<file path="src/fsr_pkg.sv">
/*
  Package for the function status register block: register offsets,
  field positions, reset values, variant codes and power-state codes.
  Assumes a 32-bit APB register bus; all offsets are byte addresses.
*/
package fsr_pkg;

  // ----------------------------------------------------------------
  // Variants
  // ----------------------------------------------------------------
  typedef enum logic [1:0] {
    FSR_VAR_SINGLE,
    FSR_VAR_DUAL_STRAP,
    FSR_VAR_DUAL_NV
  } fsr_variant_e;

  // ----------------------------------------------------------------
  // Register map
  // ----------------------------------------------------------------
  localparam logic [11:0] FSR_OFS_STATUS = 12'h000;
  localparam logic [11:0] FSR_OFS_CTRL   = 12'h004;
  localparam logic [11:0] FSR_OFS_SRC    = 12'h008;

  // ----------------------------------------------------------------
  // Status fields
  // ----------------------------------------------------------------
  localparam int FSR_BIT_B_ACTIVE  = 10;
  localparam int FSR_BIT_FN1_AUX   = 9;
  localparam int FSR_BIT_B_PRESENT = 8;
  localparam int FSR_BIT_FN1_PM_LO = 6;
  localparam int FSR_BIT_A_ACTIVE  = 4;
  localparam int FSR_BIT_FN0_AUX   = 3;
  localparam int FSR_BIT_A_PRESENT = 2;
  localparam int FSR_BIT_FN0_PM_LO = 0;

  // Nonvolatile word bit positions
  localparam int FSR_NV_FUNC_DIS_BIT = 10;
  localparam int FSR_NV_PORT_DIS_BIT = 11;

  // Control register fields
  localparam int FSR_CTRL_FREEZE_BIT = 0;

  // ----------------------------------------------------------------
  // Power-state codes and reset values
  // ----------------------------------------------------------------
  localparam logic [1:0] FSR_PM_RESET_STATE = 2'h0;
  localparam logic [1:0] FSR_PM_D0_UNINIT   = 2'h1;
  localparam logic [1:0] FSR_PM_D0_ACTIVE   = 2'h2;
  localparam logic [1:0] FSR_PM_D3          = 2'h3;

  localparam logic [31:0] FSR_RST_STATUS = 32'h0000_0000;
  localparam logic        FSR_RST_FREEZE = 1'b0;

  localparam int FSR_SYNC_STAGES = 2;

endpackage

</file>
<file path="src/fsr_sync.sv">
/*
  Two-stage synchroniser for a bundle of level signals.
  Assumes inputs are quasi-static levels from outside the clock domain.
*/
`timescale 1ns/1ns
module fsr_sync
  import fsr_pkg::*;
#(
  parameter int WIDTH = 1
) (
  input wire logic clk_sys,
  input wire logic reset_n,
  input wire logic [WIDTH-1:0] async_in,
  output logic [WIDTH-1:0] sync_out
);

  logic [WIDTH-1:0] stage1_q;
  logic [WIDTH-1:0] stage2_q;

  always_ff @(posedge clk_sys) begin
    if (!reset_n) begin
      stage1_q <= '0;
      stage2_q <= '0;
    end else begin
      stage1_q <= async_in;
      stage2_q <= stage1_q;
    end
  end

  assign sync_out = stage2_q;

endmodule

</file>
<file path="src/fsr_top.sv">
/*
  Function status register block with its APB slave.
  Assumes: strap and S5 inputs are asynchronous levels; the config-space
  and power-state inputs and nonvolatile words come from clk_sys logic.
*/
`timescale 1ns/1ns
module fsr_top
  import fsr_pkg::*;
#(
  parameter fsr_variant_e VARIANT = FSR_VAR_DUAL_NV
) (
  input wire logic clk_sys,
  input wire logic reset_n,
  input wire logic psel,
  input wire logic penable,
  input wire logic pwrite,
  input wire logic [11:0] paddr,
  input wire logic [31:0] pwdata,
  input wire logic [3:0] pstrb,
  output logic [31:0] prdata,
  output logic pready,
  output logic pslverr,
  input wire logic port_a_strap,
  input wire logic port_b_strap,
  input wire logic sys_in_s5,
  input wire logic [15:0] nv_word_port_a,
  input wire logic [15:0] nv_word_port_b,
  input wire logic fn0_auxpower_pm_enable,
  input wire logic fn1_auxpower_pm_enable,
  input wire logic [1:0] fn0_pm_state_in,
  input wire logic [1:0] fn1_pm_state_in,
  output logic status_invalid
);

  // ----------------------------------------------------------------
  // Input synchronisation
  // ----------------------------------------------------------------
  logic [2:0] pins_sync;

  fsr_sync #(
    .WIDTH(3)
  ) u_sync (
    .clk_sys(clk_sys),
    .reset_n(reset_n),
    .async_in({sys_in_s5, port_b_strap, port_a_strap}),
    .sync_out(pins_sync)
  );

  logic strap_a;
  logic strap_b;
  logic in_s5;

  assign strap_a = pins_sync[0];
  assign strap_b = pins_sync[1];
  assign in_s5 = pins_sync[2];

  // ----------------------------------------------------------------
  // Field sources
  // ----------------------------------------------------------------
  function automatic logic port_active(input logic [15:0] nv_word, input logic present);
    port_active = !nv_word[FSR_NV_FUNC_DIS_BIT] && present;
  endfunction

  logic port_a_present_d;
  logic port_b_present_d;
  logic port_a_active_d;
  logic port_b_active_d;

  always_comb begin
    port_a_present_d = 1'b0;
    port_b_present_d = 1'b0;
    port_a_active_d = 1'b0;
    port_b_active_d = 1'b0;
    unique case (VARIANT)
      FSR_VAR_SINGLE: begin
        port_a_present_d = 1'b1;
        port_b_present_d = 1'b0;
      end
      FSR_VAR_DUAL_STRAP: begin
        port_a_present_d = strap_a;
        port_b_present_d = strap_b;
      end
      FSR_VAR_DUAL_NV: begin
        port_a_present_d = !nv_word_port_a[FSR_NV_PORT_DIS_BIT];
        port_b_present_d = strap_b;
        port_a_active_d = port_active(nv_word_port_a, port_a_present_d);
        port_b_active_d = port_active(nv_word_port_b, port_b_present_d);
      end
      default: begin
        port_a_present_d = 1'b0;
      end
    endcase
  end

  // ----------------------------------------------------------------
  // Status register
  // ----------------------------------------------------------------
  logic [31:0] status_q;
  logic [31:0] status_d;
  logic freeze_q;
  logic invalid_q;

  always_comb begin
    status_d = FSR_RST_STATUS;
    status_d[FSR_BIT_B_ACTIVE] = port_b_active_d;
    status_d[FSR_BIT_B_PRESENT] = port_b_present_d;
    status_d[FSR_BIT_A_ACTIVE] = port_a_active_d;
    status_d[FSR_BIT_FN0_AUX] = fn0_auxpower_pm_enable;
    status_d[FSR_BIT_A_PRESENT] = port_a_present_d;
    status_d[FSR_BIT_FN0_PM_LO +: 2] = fn0_pm_state_in;
    if (VARIANT != FSR_VAR_SINGLE) begin
      status_d[FSR_BIT_FN1_AUX] = fn1_auxpower_pm_enable;
      status_d[FSR_BIT_FN1_PM_LO +: 2] = fn1_pm_state_in;
    end
  end

  // Hardware sources only; the bus never writes this register
  always_ff @(posedge clk_sys) begin
    if (!reset_n) begin
      status_q <= FSR_RST_STATUS;
    end else if (!freeze_q) begin
      status_q <= status_d;
    end
  end

  // On the dual variants only, S5 marks the enables and power states as not valid
  always_ff @(posedge clk_sys) begin
    if (!reset_n) begin
      invalid_q <= 1'b0;
    end else begin
      invalid_q <= (VARIANT != FSR_VAR_SINGLE) && in_s5;
    end
  end

  assign status_invalid = invalid_q;

  // ----------------------------------------------------------------
  // APB slave
  // ----------------------------------------------------------------
  logic access;
  logic hit_status;
  logic hit_ctrl;
  logic hit_src;
  logic mapped;

  assign access = psel && penable;
  assign hit_status = paddr == FSR_OFS_STATUS;
  assign hit_ctrl = paddr == FSR_OFS_CTRL;
  assign hit_src = paddr == FSR_OFS_SRC;
  assign mapped = hit_status || hit_ctrl || hit_src;
  assign pready = 1'b1;
  assign pslverr = access && (!mapped || (pwrite && !hit_ctrl));

  always_ff @(posedge clk_sys) begin
    if (!reset_n) begin
      freeze_q <= FSR_RST_FREEZE;
    end else if (access && pwrite && hit_ctrl && pstrb[0]) begin
      freeze_q <= pwdata[FSR_CTRL_FREEZE_BIT];
    end
  end

  always_comb begin
    prdata = 32'h0000_0000;
    if (access && !pwrite) begin
      if (hit_status) begin
        prdata = status_q;
      end else if (hit_ctrl) begin
        prdata[FSR_CTRL_FREEZE_BIT] = freeze_q;
      end else if (hit_src) begin
        prdata = {29'h0000_0000, invalid_q, strap_b, strap_a};
      end
    end
  end

  // ----------------------------------------------------------------
  // Assertions
  // ----------------------------------------------------------------
  property p_b_active;
    @(posedge clk_sys) disable iff (!reset_n)
    status_q[FSR_BIT_B_ACTIVE] |-> status_q[FSR_BIT_B_PRESENT];
  endproperty
  a_b_active: assert property (p_b_active) else $error("port b active without present");

  property p_a_active;
    @(posedge clk_sys) disable iff (!reset_n)
    status_q[FSR_BIT_A_ACTIVE] |-> status_q[FSR_BIT_A_PRESENT];
  endproperty
  a_a_active: assert property (p_a_active) else $error("port a active without present");

  property p_fn1_aux;
    @(posedge clk_sys) disable iff (!reset_n)
    !freeze_q |=> status_q[FSR_BIT_FN1_AUX] == ((VARIANT != FSR_VAR_SINGLE) && $past(fn1_auxpower_pm_enable));
  endproperty
  a_fn1_aux: assert property (p_fn1_aux) else $error("fn1 aux shadow wrong");

  property p_b_present;
    @(posedge clk_sys) disable iff (!reset_n)
    (!freeze_q && VARIANT == FSR_VAR_SINGLE) |=> !status_q[FSR_BIT_B_PRESENT];
  endproperty
  a_b_present: assert property (p_b_present) else $error("port b present on single variant");

  property p_fn1_pm;
    @(posedge clk_sys) disable iff (!reset_n)
    (!freeze_q && VARIANT != FSR_VAR_SINGLE) |=> status_q[7:6] == $past(fn1_pm_state_in);
  endproperty
  a_fn1_pm: assert property (p_fn1_pm) else $error("fn1 power state wrong");

  property p_fn0_aux;
    @(posedge clk_sys) disable iff (!reset_n)
    !freeze_q |=> status_q[FSR_BIT_FN0_AUX] == $past(fn0_auxpower_pm_enable);
  endproperty
  a_fn0_aux: assert property (p_fn0_aux) else $error("fn0 aux shadow wrong");

  property p_a_strap;
    @(posedge clk_sys) disable iff (!reset_n)
    (!freeze_q && VARIANT == FSR_VAR_DUAL_STRAP) |=> status_q[FSR_BIT_A_PRESENT] == $past(strap_a);
  endproperty
  a_a_strap: assert property (p_a_strap) else $error("port a strap not followed");

  property p_a_nv;
    @(posedge clk_sys) disable iff (!reset_n)
    (!freeze_q && VARIANT == FSR_VAR_DUAL_NV) |=>
      status_q[FSR_BIT_A_PRESENT] == !$past(nv_word_port_a[FSR_NV_PORT_DIS_BIT]);
  endproperty
  a_a_nv: assert property (p_a_nv) else $error("port a present not from nv disable");

  property p_fn0_pm;
    @(posedge clk_sys) disable iff (!reset_n)
    !freeze_q |=> status_q[1:0] == $past(fn0_pm_state_in);
  endproperty
  a_fn0_pm: assert property (p_fn0_pm) else $error("fn0 power state wrong");

  property p_s5;
    @(posedge clk_sys) disable iff (!reset_n)
    (VARIANT != FSR_VAR_SINGLE) && in_s5 |=> status_invalid;
  endproperty
  a_s5: assert property (p_s5) else $error("s5 not flagged invalid");

  property p_ro;
    @(posedge clk_sys) disable iff (!reset_n)
    freeze_q && $past(freeze_q) |-> $stable(status_q);
  endproperty
  a_ro: assert property (p_ro) else $error("status changed while held");

  property p_b_active_nv;
    @(posedge clk_sys) disable iff (!reset_n)
    (!freeze_q && VARIANT == FSR_VAR_DUAL_NV) |=>
      status_q[FSR_BIT_B_ACTIVE] == (!$past(nv_word_port_b[FSR_NV_FUNC_DIS_BIT]) && $past(strap_b));
  endproperty
  a_b_active_nv: assert property (p_b_active_nv) else $error("port b active value wrong");

  property p_a_active_nv;
    @(posedge clk_sys) disable iff (!reset_n)
    (!freeze_q && VARIANT == FSR_VAR_DUAL_NV) |=>
      status_q[FSR_BIT_A_ACTIVE] ==
      (!$past(nv_word_port_a[FSR_NV_FUNC_DIS_BIT]) && !$past(nv_word_port_a[FSR_NV_PORT_DIS_BIT]));
  endproperty
  a_a_active_nv: assert property (p_a_active_nv) else $error("port a active value wrong");

  property p_active_off;
    @(posedge clk_sys) disable iff (!reset_n)
    (VARIANT != FSR_VAR_DUAL_NV) |-> !status_q[FSR_BIT_A_ACTIVE] && !status_q[FSR_BIT_B_ACTIVE];
  endproperty
  a_active_off: assert property (p_active_off) else $error("active bit set on variant without it");

  property p_b_strap;
    @(posedge clk_sys) disable iff (!reset_n)
    (!freeze_q && VARIANT != FSR_VAR_SINGLE) |=> status_q[FSR_BIT_B_PRESENT] == $past(strap_b);
  endproperty
  a_b_strap: assert property (p_b_strap) else $error("port b strap not followed");

  property p_fn1_aux_single;
    @(posedge clk_sys) disable iff (!reset_n)
    (VARIANT == FSR_VAR_SINGLE) |-> !status_q[FSR_BIT_FN1_AUX];
  endproperty
  a_fn1_aux_single: assert property (p_fn1_aux_single) else $error("fn1 aux set on single variant");

  property p_fn1_pm_single;
    @(posedge clk_sys) disable iff (!reset_n)
    (VARIANT == FSR_VAR_SINGLE) |-> status_q[7:6] == FSR_PM_RESET_STATE;
  endproperty
  a_fn1_pm_single: assert property (p_fn1_pm_single) else $error("fn1 state set on single variant");

  property p_a_single;
    @(posedge clk_sys) disable iff (!reset_n)
    (!freeze_q && VARIANT == FSR_VAR_SINGLE) |=> status_q[FSR_BIT_A_PRESENT];
  endproperty
  a_a_single: assert property (p_a_single) else $error("port a present clear on single variant");

  property p_pm_reset;
    @(posedge clk_sys)
    !reset_n |=> status_q[1:0] == FSR_PM_RESET_STATE && status_q[7:6] == FSR_PM_RESET_STATE;
  endproperty
  a_pm_reset: assert property (p_pm_reset) else $error("power state not reset");

  property p_s5_clear;
    @(posedge clk_sys) disable iff (!reset_n)
    !in_s5 |=> !status_invalid;
  endproperty
  a_s5_clear: assert property (p_s5_clear) else $error("invalid flag without s5");

  property p_s5_single;
    @(posedge clk_sys) disable iff (!reset_n)
    (VARIANT == FSR_VAR_SINGLE) |-> !status_invalid;
  endproperty
  a_s5_single: assert property (p_s5_single) else $error("invalid flag on single variant");

  property p_wr_refused;
    @(posedge clk_sys) disable iff (!reset_n)
    (access && pwrite && !hit_ctrl) |-> pslverr;
  endproperty
  a_wr_refused: assert property (p_wr_refused) else $error("read-only write not refused");

  property p_wr_no_effect;
    @(posedge clk_sys) disable iff (!reset_n)
    (access && pwrite && !hit_ctrl) |=> freeze_q == $past(freeze_q);
  endproperty
  a_wr_no_effect: assert property (p_wr_no_effect) else $error("refused write changed state");

  property p_reserved;
    @(posedge clk_sys) disable iff (!reset_n)
    status_q[31:11] == 21'h00_0000 && !status_q[5];
  endproperty
  a_reserved: assert property (p_reserved) else $error("reserved status bit set");

  property p_rd_idle;
    @(posedge clk_sys) disable iff (!reset_n)
    !(access && !pwrite) |-> prdata == 32'h0000_0000;
  endproperty
  a_rd_idle: assert property (p_rd_idle) else $error("read data outside read access");

  c_read_status: cover property (@(posedge clk_sys) access && !pwrite && hit_status);
  c_both_active: cover property (@(posedge clk_sys) status_q[FSR_BIT_A_ACTIVE] && status_q[FSR_BIT_B_ACTIVE]);
  c_refused: cover property (@(posedge clk_sys) access && pslverr);
  c_freeze: cover property (@(posedge clk_sys) access && pwrite && hit_ctrl && pwdata[0]);
  c_s5: cover property (@(posedge clk_sys) status_invalid);

endmodule

</file>
<file path="config.mk">
export PLATFORM = sky130hd
export DESIGN_NAME = fsr_top
export DESIGN_NICKNAME = d
export VERILOG_FILES = /design/src/fsr_pkg.sv /design/src/fsr_sync.sv /design/src/fsr_top.sv
export SDC_FILE = /design/constraint.sdc
export NUM_CORES = 1
export LEC_CHECK = 0
export BUFFER_PORTS_ARGS = -buffer_cell sky130_fd_sc_hd__buf_2
export CAP_MARGIN = 20
export CELL_PAD_IN_SITES_DETAIL_PLACEMENT = 0
export CELL_PAD_IN_SITES_GLOBAL_PLACEMENT = 1
export CORE_MARGIN = 2
export CORE_UTILIZATION = 23
export CTS_CLUSTER_SIZE = 16
export DETAILED_ROUTE_END_ITERATION = 7
export PLACE_DENSITY_LB_ADDON = 0.1
export SLEW_MARGIN = 20
export SYNTH_ARGS = -nofsm -noshare
export SYNTH_HDL_FRONTEND = slang
export SYNTH_SLANG_ARGS = --single-unit
</file>
<file path="constraint.sdc">
create_clock -name clk_sys -period 1.95 [get_ports clk_sys]
set_input_delay 0.39 -clock clk_sys [delete_from_list [all_inputs] [get_ports clk_sys]]
set_output_delay 0.39 -clock clk_sys [all_outputs]
set_load 0.01 [all_outputs]
</file>
* Word level (Yosys, flattened, before mapping) *
Index checks and enable logic that the tools add are counted.

word-level totals
  input bits = 94
  output and inout bits = 35
  flip-flop bits (word level) = 18
  word-level logic and storage cells = 31

operators by class
  equality and inequality tests = 2
  mux-type cells = 5
  reduce and logical (&&, ||, !) cells = 19

operator list
  cell                                                               number
  32-bit two-way mux                                                 2
  31-bit two-way mux                                                 1
  12-bit by 3-bit == test with 1-bit output (second input constant)  1
  12-bit by 4-bit == test with 1-bit output (second input constant)  1
  12-bit logical NOT                                                 1
  1-bit logical AND                                                  9
  1-bit logical NOT                                                  6
  1-bit logical OR                                                   3
  3-bit two-way mux                                                  1
  1-bit two-way mux                                                  1

* Logic depth before layout (Yosys ltp) *
  depth in word-level cells = 6
  gate-level depth with buffers = 5

* Hierarchy *
A second synthesis with hierarchy kept.

unflattened totals
  cells, all modules = 107
  area, all modules = 1,086.0 sq um

modules (own cells, without submodules)
  module    cells an instance  area each (sq um)  times used
  fsr_top   95                 928.4              1
  fsr_sync  12                 157.7              1

* Worst setup path before layout *
No wires, ideal clock.

  path type = input -> output
  start = in paddr[5]
  end = out prdata[10]
  required time = 1.560 ns
  arrival = 1.329 ns
  setup slack = 0.231 ns
  cell stages on the path = 3
  path through = nor4_4 nand4_4 nor4b_2

on the way
  word-level cells in the longest chain between the ends = 3

ends and longest elaborated chain
  item                line            text
  start: declaration  fsr_top.sv:17   input wire logic [11:0] paddr,
  12-bit logical NOT  fsr_top.sv:147  assign hit_status = paddr == FSR_OFS_STATUS;
  32-bit two-way mux  fsr_top.sv:165  if (hit_status) begin
  32-bit two-way mux  fsr_top.sv:164  if (access && !pwrite) begin
  end: declaration    fsr_top.sv:20   output logic [31:0] prdata,

No other way between the ends.

* Worst setup path after layout *
  start = in paddr[10]
  end = out prdata[9]

The elaborated chain is that of the path after synthesis.

==> flow_summary_export.csv <==
group,metric,value,unit
floorplanning,core_area,0.00463,mm^2
clock_tree,postCtsSetupBuffers,0,
critical_path,cp.arrival,1550,ps
timing,rsz0062_at_grt,"true",
drt,totalWireLength,2360,um
final_layout,final_cells,207,
timing,timing.fmax,515,MHz
final_layout,drive_above_1_share,42.5,%
pwr,p_leak,0.000638,uW
clock_tree,cts.sinks,18,
status,outcome,"complete, no violations",
clock_tree,cts_root_buffer,"clkbuf_8",
critical_path,path_class,"input pin to output pin",
clock_tree,cts_buffer_depth,2,
global_route,antenna_found_initial,0,
logic_synthesis,ys_seq_area_share,33.1,%
critical_path,start_kind,"input pin",
critical_path,worst-path-max-fanout,6,
pwr,peakVddDrop,369,uV
final_layout,final_area,0.00141,mm^2
logic_synthesis,avgSynthCellArea,10.1,um^2
clock_tree,cts_made_buffers,3,
logic_synthesis,synth_cell_type_count,25,
final_layout,regArea,360,um^2
drt,ant_nets,0,
logic_synthesis,syn_inst,108,
critical_path,worstPathRequired,1560,ps
logic_synthesis,synth_edf_count,0,
timing,setup_viol,0,
placement,io_buffers,42,
timing,tns,0,ps
final_layout,multiInputGateArea,643,um^2
critical_path,endpoint_kind,"output pin",
logic_synthesis,synth-seq-cells,18,
floorplanning,die_area,0.00530,mm^2
logic_synthesis,ys_warn_count,0,
logic_synthesis,synth_ff_type,"dfxtp_1",
floorplanning,num_rows,25,
drt,drt_iter0_drc,30,
final_layout,area_growth,29.3,%
clock_tree,htree_levels,1,
hold_path,hold_class,"input pin to register",
pwr,power_density,578,mW/mm^2
global_route,grt_usage,9.08,%
clock_tree,tritoncts,"built",
final_layout,fin_util,30.4,%
final_layout,antenna_cells,0,
timing,slew_viol_final,0,
drt,drtPass1Iterations,4,
timing,final-hold-violation-count,0,
drt,wl_per_cell,11.4,um
job,drv_cap,0,
floorplanning,die_w,72.8,um
timing,min_period_over_period,99.6,%
timing,finalClockSkew,4.77,ps
global_route,grt_first_pass_wirelength,3710,um
logic_synthesis,synth_area,0.00109,mm^2
final_layout,final.fill_count,509,
clock_tree,path_clk_slew,70,ps
placement,placed_cells,203,
clock_tree,clk_latency,250,ps
timing,fin_crit,1940,ps
drt,vias,833,
placement,dp_hpwl,1850,um
global_route,grt_max_degree,20,
global_route,grt-ovfl-total,0,
final_layout,nNetsFinal,248,
placement,gp_congestion,0.799,
placement,dpl_cell_area,0.00130,mm^2
drt,drc,0,
floorplanning,start_util,23.5,%
clock_tree,cts_hold_buf,0,
floorplanning,die_h,72.8,um
floorplanning,ioPinCount,129,
logic_synthesis,async_flop_share,0,%
global_route,grt_pass1_vias,804,
drt,via_per_inst,4.02,
-- final timing paths --
path,start,depth (start not counted),slack (ps),to
worst max-delay path,paddr[10],6,8,prdata[9]
worst min-delay path,sys_in_s5,2,340,u_sync.stage1_q[2]$_SDFF_PN0_
worst max register to register,freeze_q$_SDFFE_PN0P_,3,970,status_q[9]$_SDFFE_PN0N_
worst min register to register,u_sync.stage1_q[1]$_SDFF_PN0_,1,430,u_sync.sync_out[1]$_SDFF_PN0_
-- cell usage after synthesis (all sizes together), types with 2 or more instances --
cell type	n	share of area, %
nand4	2	2.5
nor2	2	0.69
a21oi	2	0.92
nor4	2	3.9
mux2i	11	10
dfxtp	18	33
nor4b	7	9.6
conb	2	0.69
and2	8	4.6
nand2	4	1.4
buf	27	18
nor3	3	2.3
nor2b	10	5.7
clkbuf	2	0.69
-- cell families (layout without fill, tap and decap cells) --
group / count (synthesis) / after routing / synth area share, %
multiplexers: 11 / 11 / 10.1
flip-flops: 18 / 18 / 33.1
other: 2 / 23 / 0.689
buffers and inverters: 29 / 53 / 18.4
AO/OA/AOI/OAI: 6 / 6 / 3.67
AND/OR/NAND/NOR: 42 / 42 / 34.1
-- per-layer routing --
layer / global-route usage, % / vias up / part of all wire [%]
met1: 11.9 / 375 / 44
met5: 0 / - / 0
met2: 14.2 / 43 / 47
met3: 3.45 / 2 / 8.6
li1: - / 413 / -
met4: 1.85 / 0 / 0.51
-- worst max-delay path, cell delays in order --
cell,delay [ps]
buf_6,100
nor4_4,350
nand4_4,150
buf_6,170
nor4b_2,230
buf_2,160
-- what timing repair did --
item	4_1_cts	5_1_grt
pin swaps	3	0
setup endpoints to repair	7	7
gates resized for setup	7	1
cloned	0	0
-- power breakdown --
part / switching [uW] / total (uW) / internal [uW]
combinational: 67.8 / 122 / 54.0
sequential: 6.35 / 390 / 383
clock: 123 / 302 / 179
total: 197 / 814 / 617
-- through the flow --
stage                     worst slack (ps)  power (uW)  hold WS [ps]
after floorplan                        231         497           406
after CTS                            -22.9         826           337
after global placement               -55.8         511           409
after detailed placement             -53.0         513           418
final                                 8.31         814           343
after global routing                 -94.1         856           331
-- layout make-up --
| type | count | share of cell area, % |
|---|---|---|
| Multi-Input combinational cell | 82 | 45.6 |
| Sequential cell | 18 | 25.6 |
| Timing Repair Buffer | 49 | 20.1 |
| Tap cell | 54 | 4.80 |
| Clock buffer | 4 | 3.91 |
-- state kept, by name (all words and copies together) (netlist names) --
register	cells
freeze_q	1
u_sync.sync_out	3
status_q	10
u_sync.stage1_q	3
status_invalid	1
-- cells in the final DEF, fill, tap and decap left out --
| cell | Yosys | final |
|---|---|---|
| conb_1 | 2 | 23 |
| a21oi_1 | 2 | 2 |
| dfxtp_1 | 18 | 18 |
| buf_6 | 0 | 4 |
| nand4_4 | 1 | 1 |
| and2_1 | 8 | 8 |
| and3b_1 | 1 | 1 |
| and4b_1 | 1 | 1 |
| nor4b_2 | 7 | 3 |
| buf_2 | 4 | 40 |
| nor4b_4 | 0 | 4 |
| buf_4 | 23 | 5 |
| nor2_1 | 2 | 2 |
| nand2_1 | 4 | 4 |
| o21bai_1 | 1 | 1 |
| nor4bb_1 | 1 | 1 |
| clkbuf_8 | 0 | 4 |
| nor3b_1 | 1 | 1 |
| nor3_2 | 2 | 2 |
| nor3_1 | 1 | 1 |
| a2bb2oi_1 | 1 | 1 |
| nor2b_1 | 10 | 10 |
| o21ai_0 | 1 | 1 |
| a41oi_1 | 1 | 1 |
| nand4_1 | 1 | 1 |
| nor4_4 | 2 | 2 |
| mux2i_1 | 11 | 11 |
No activity file was read; power rests on OpenSTA's default activity.
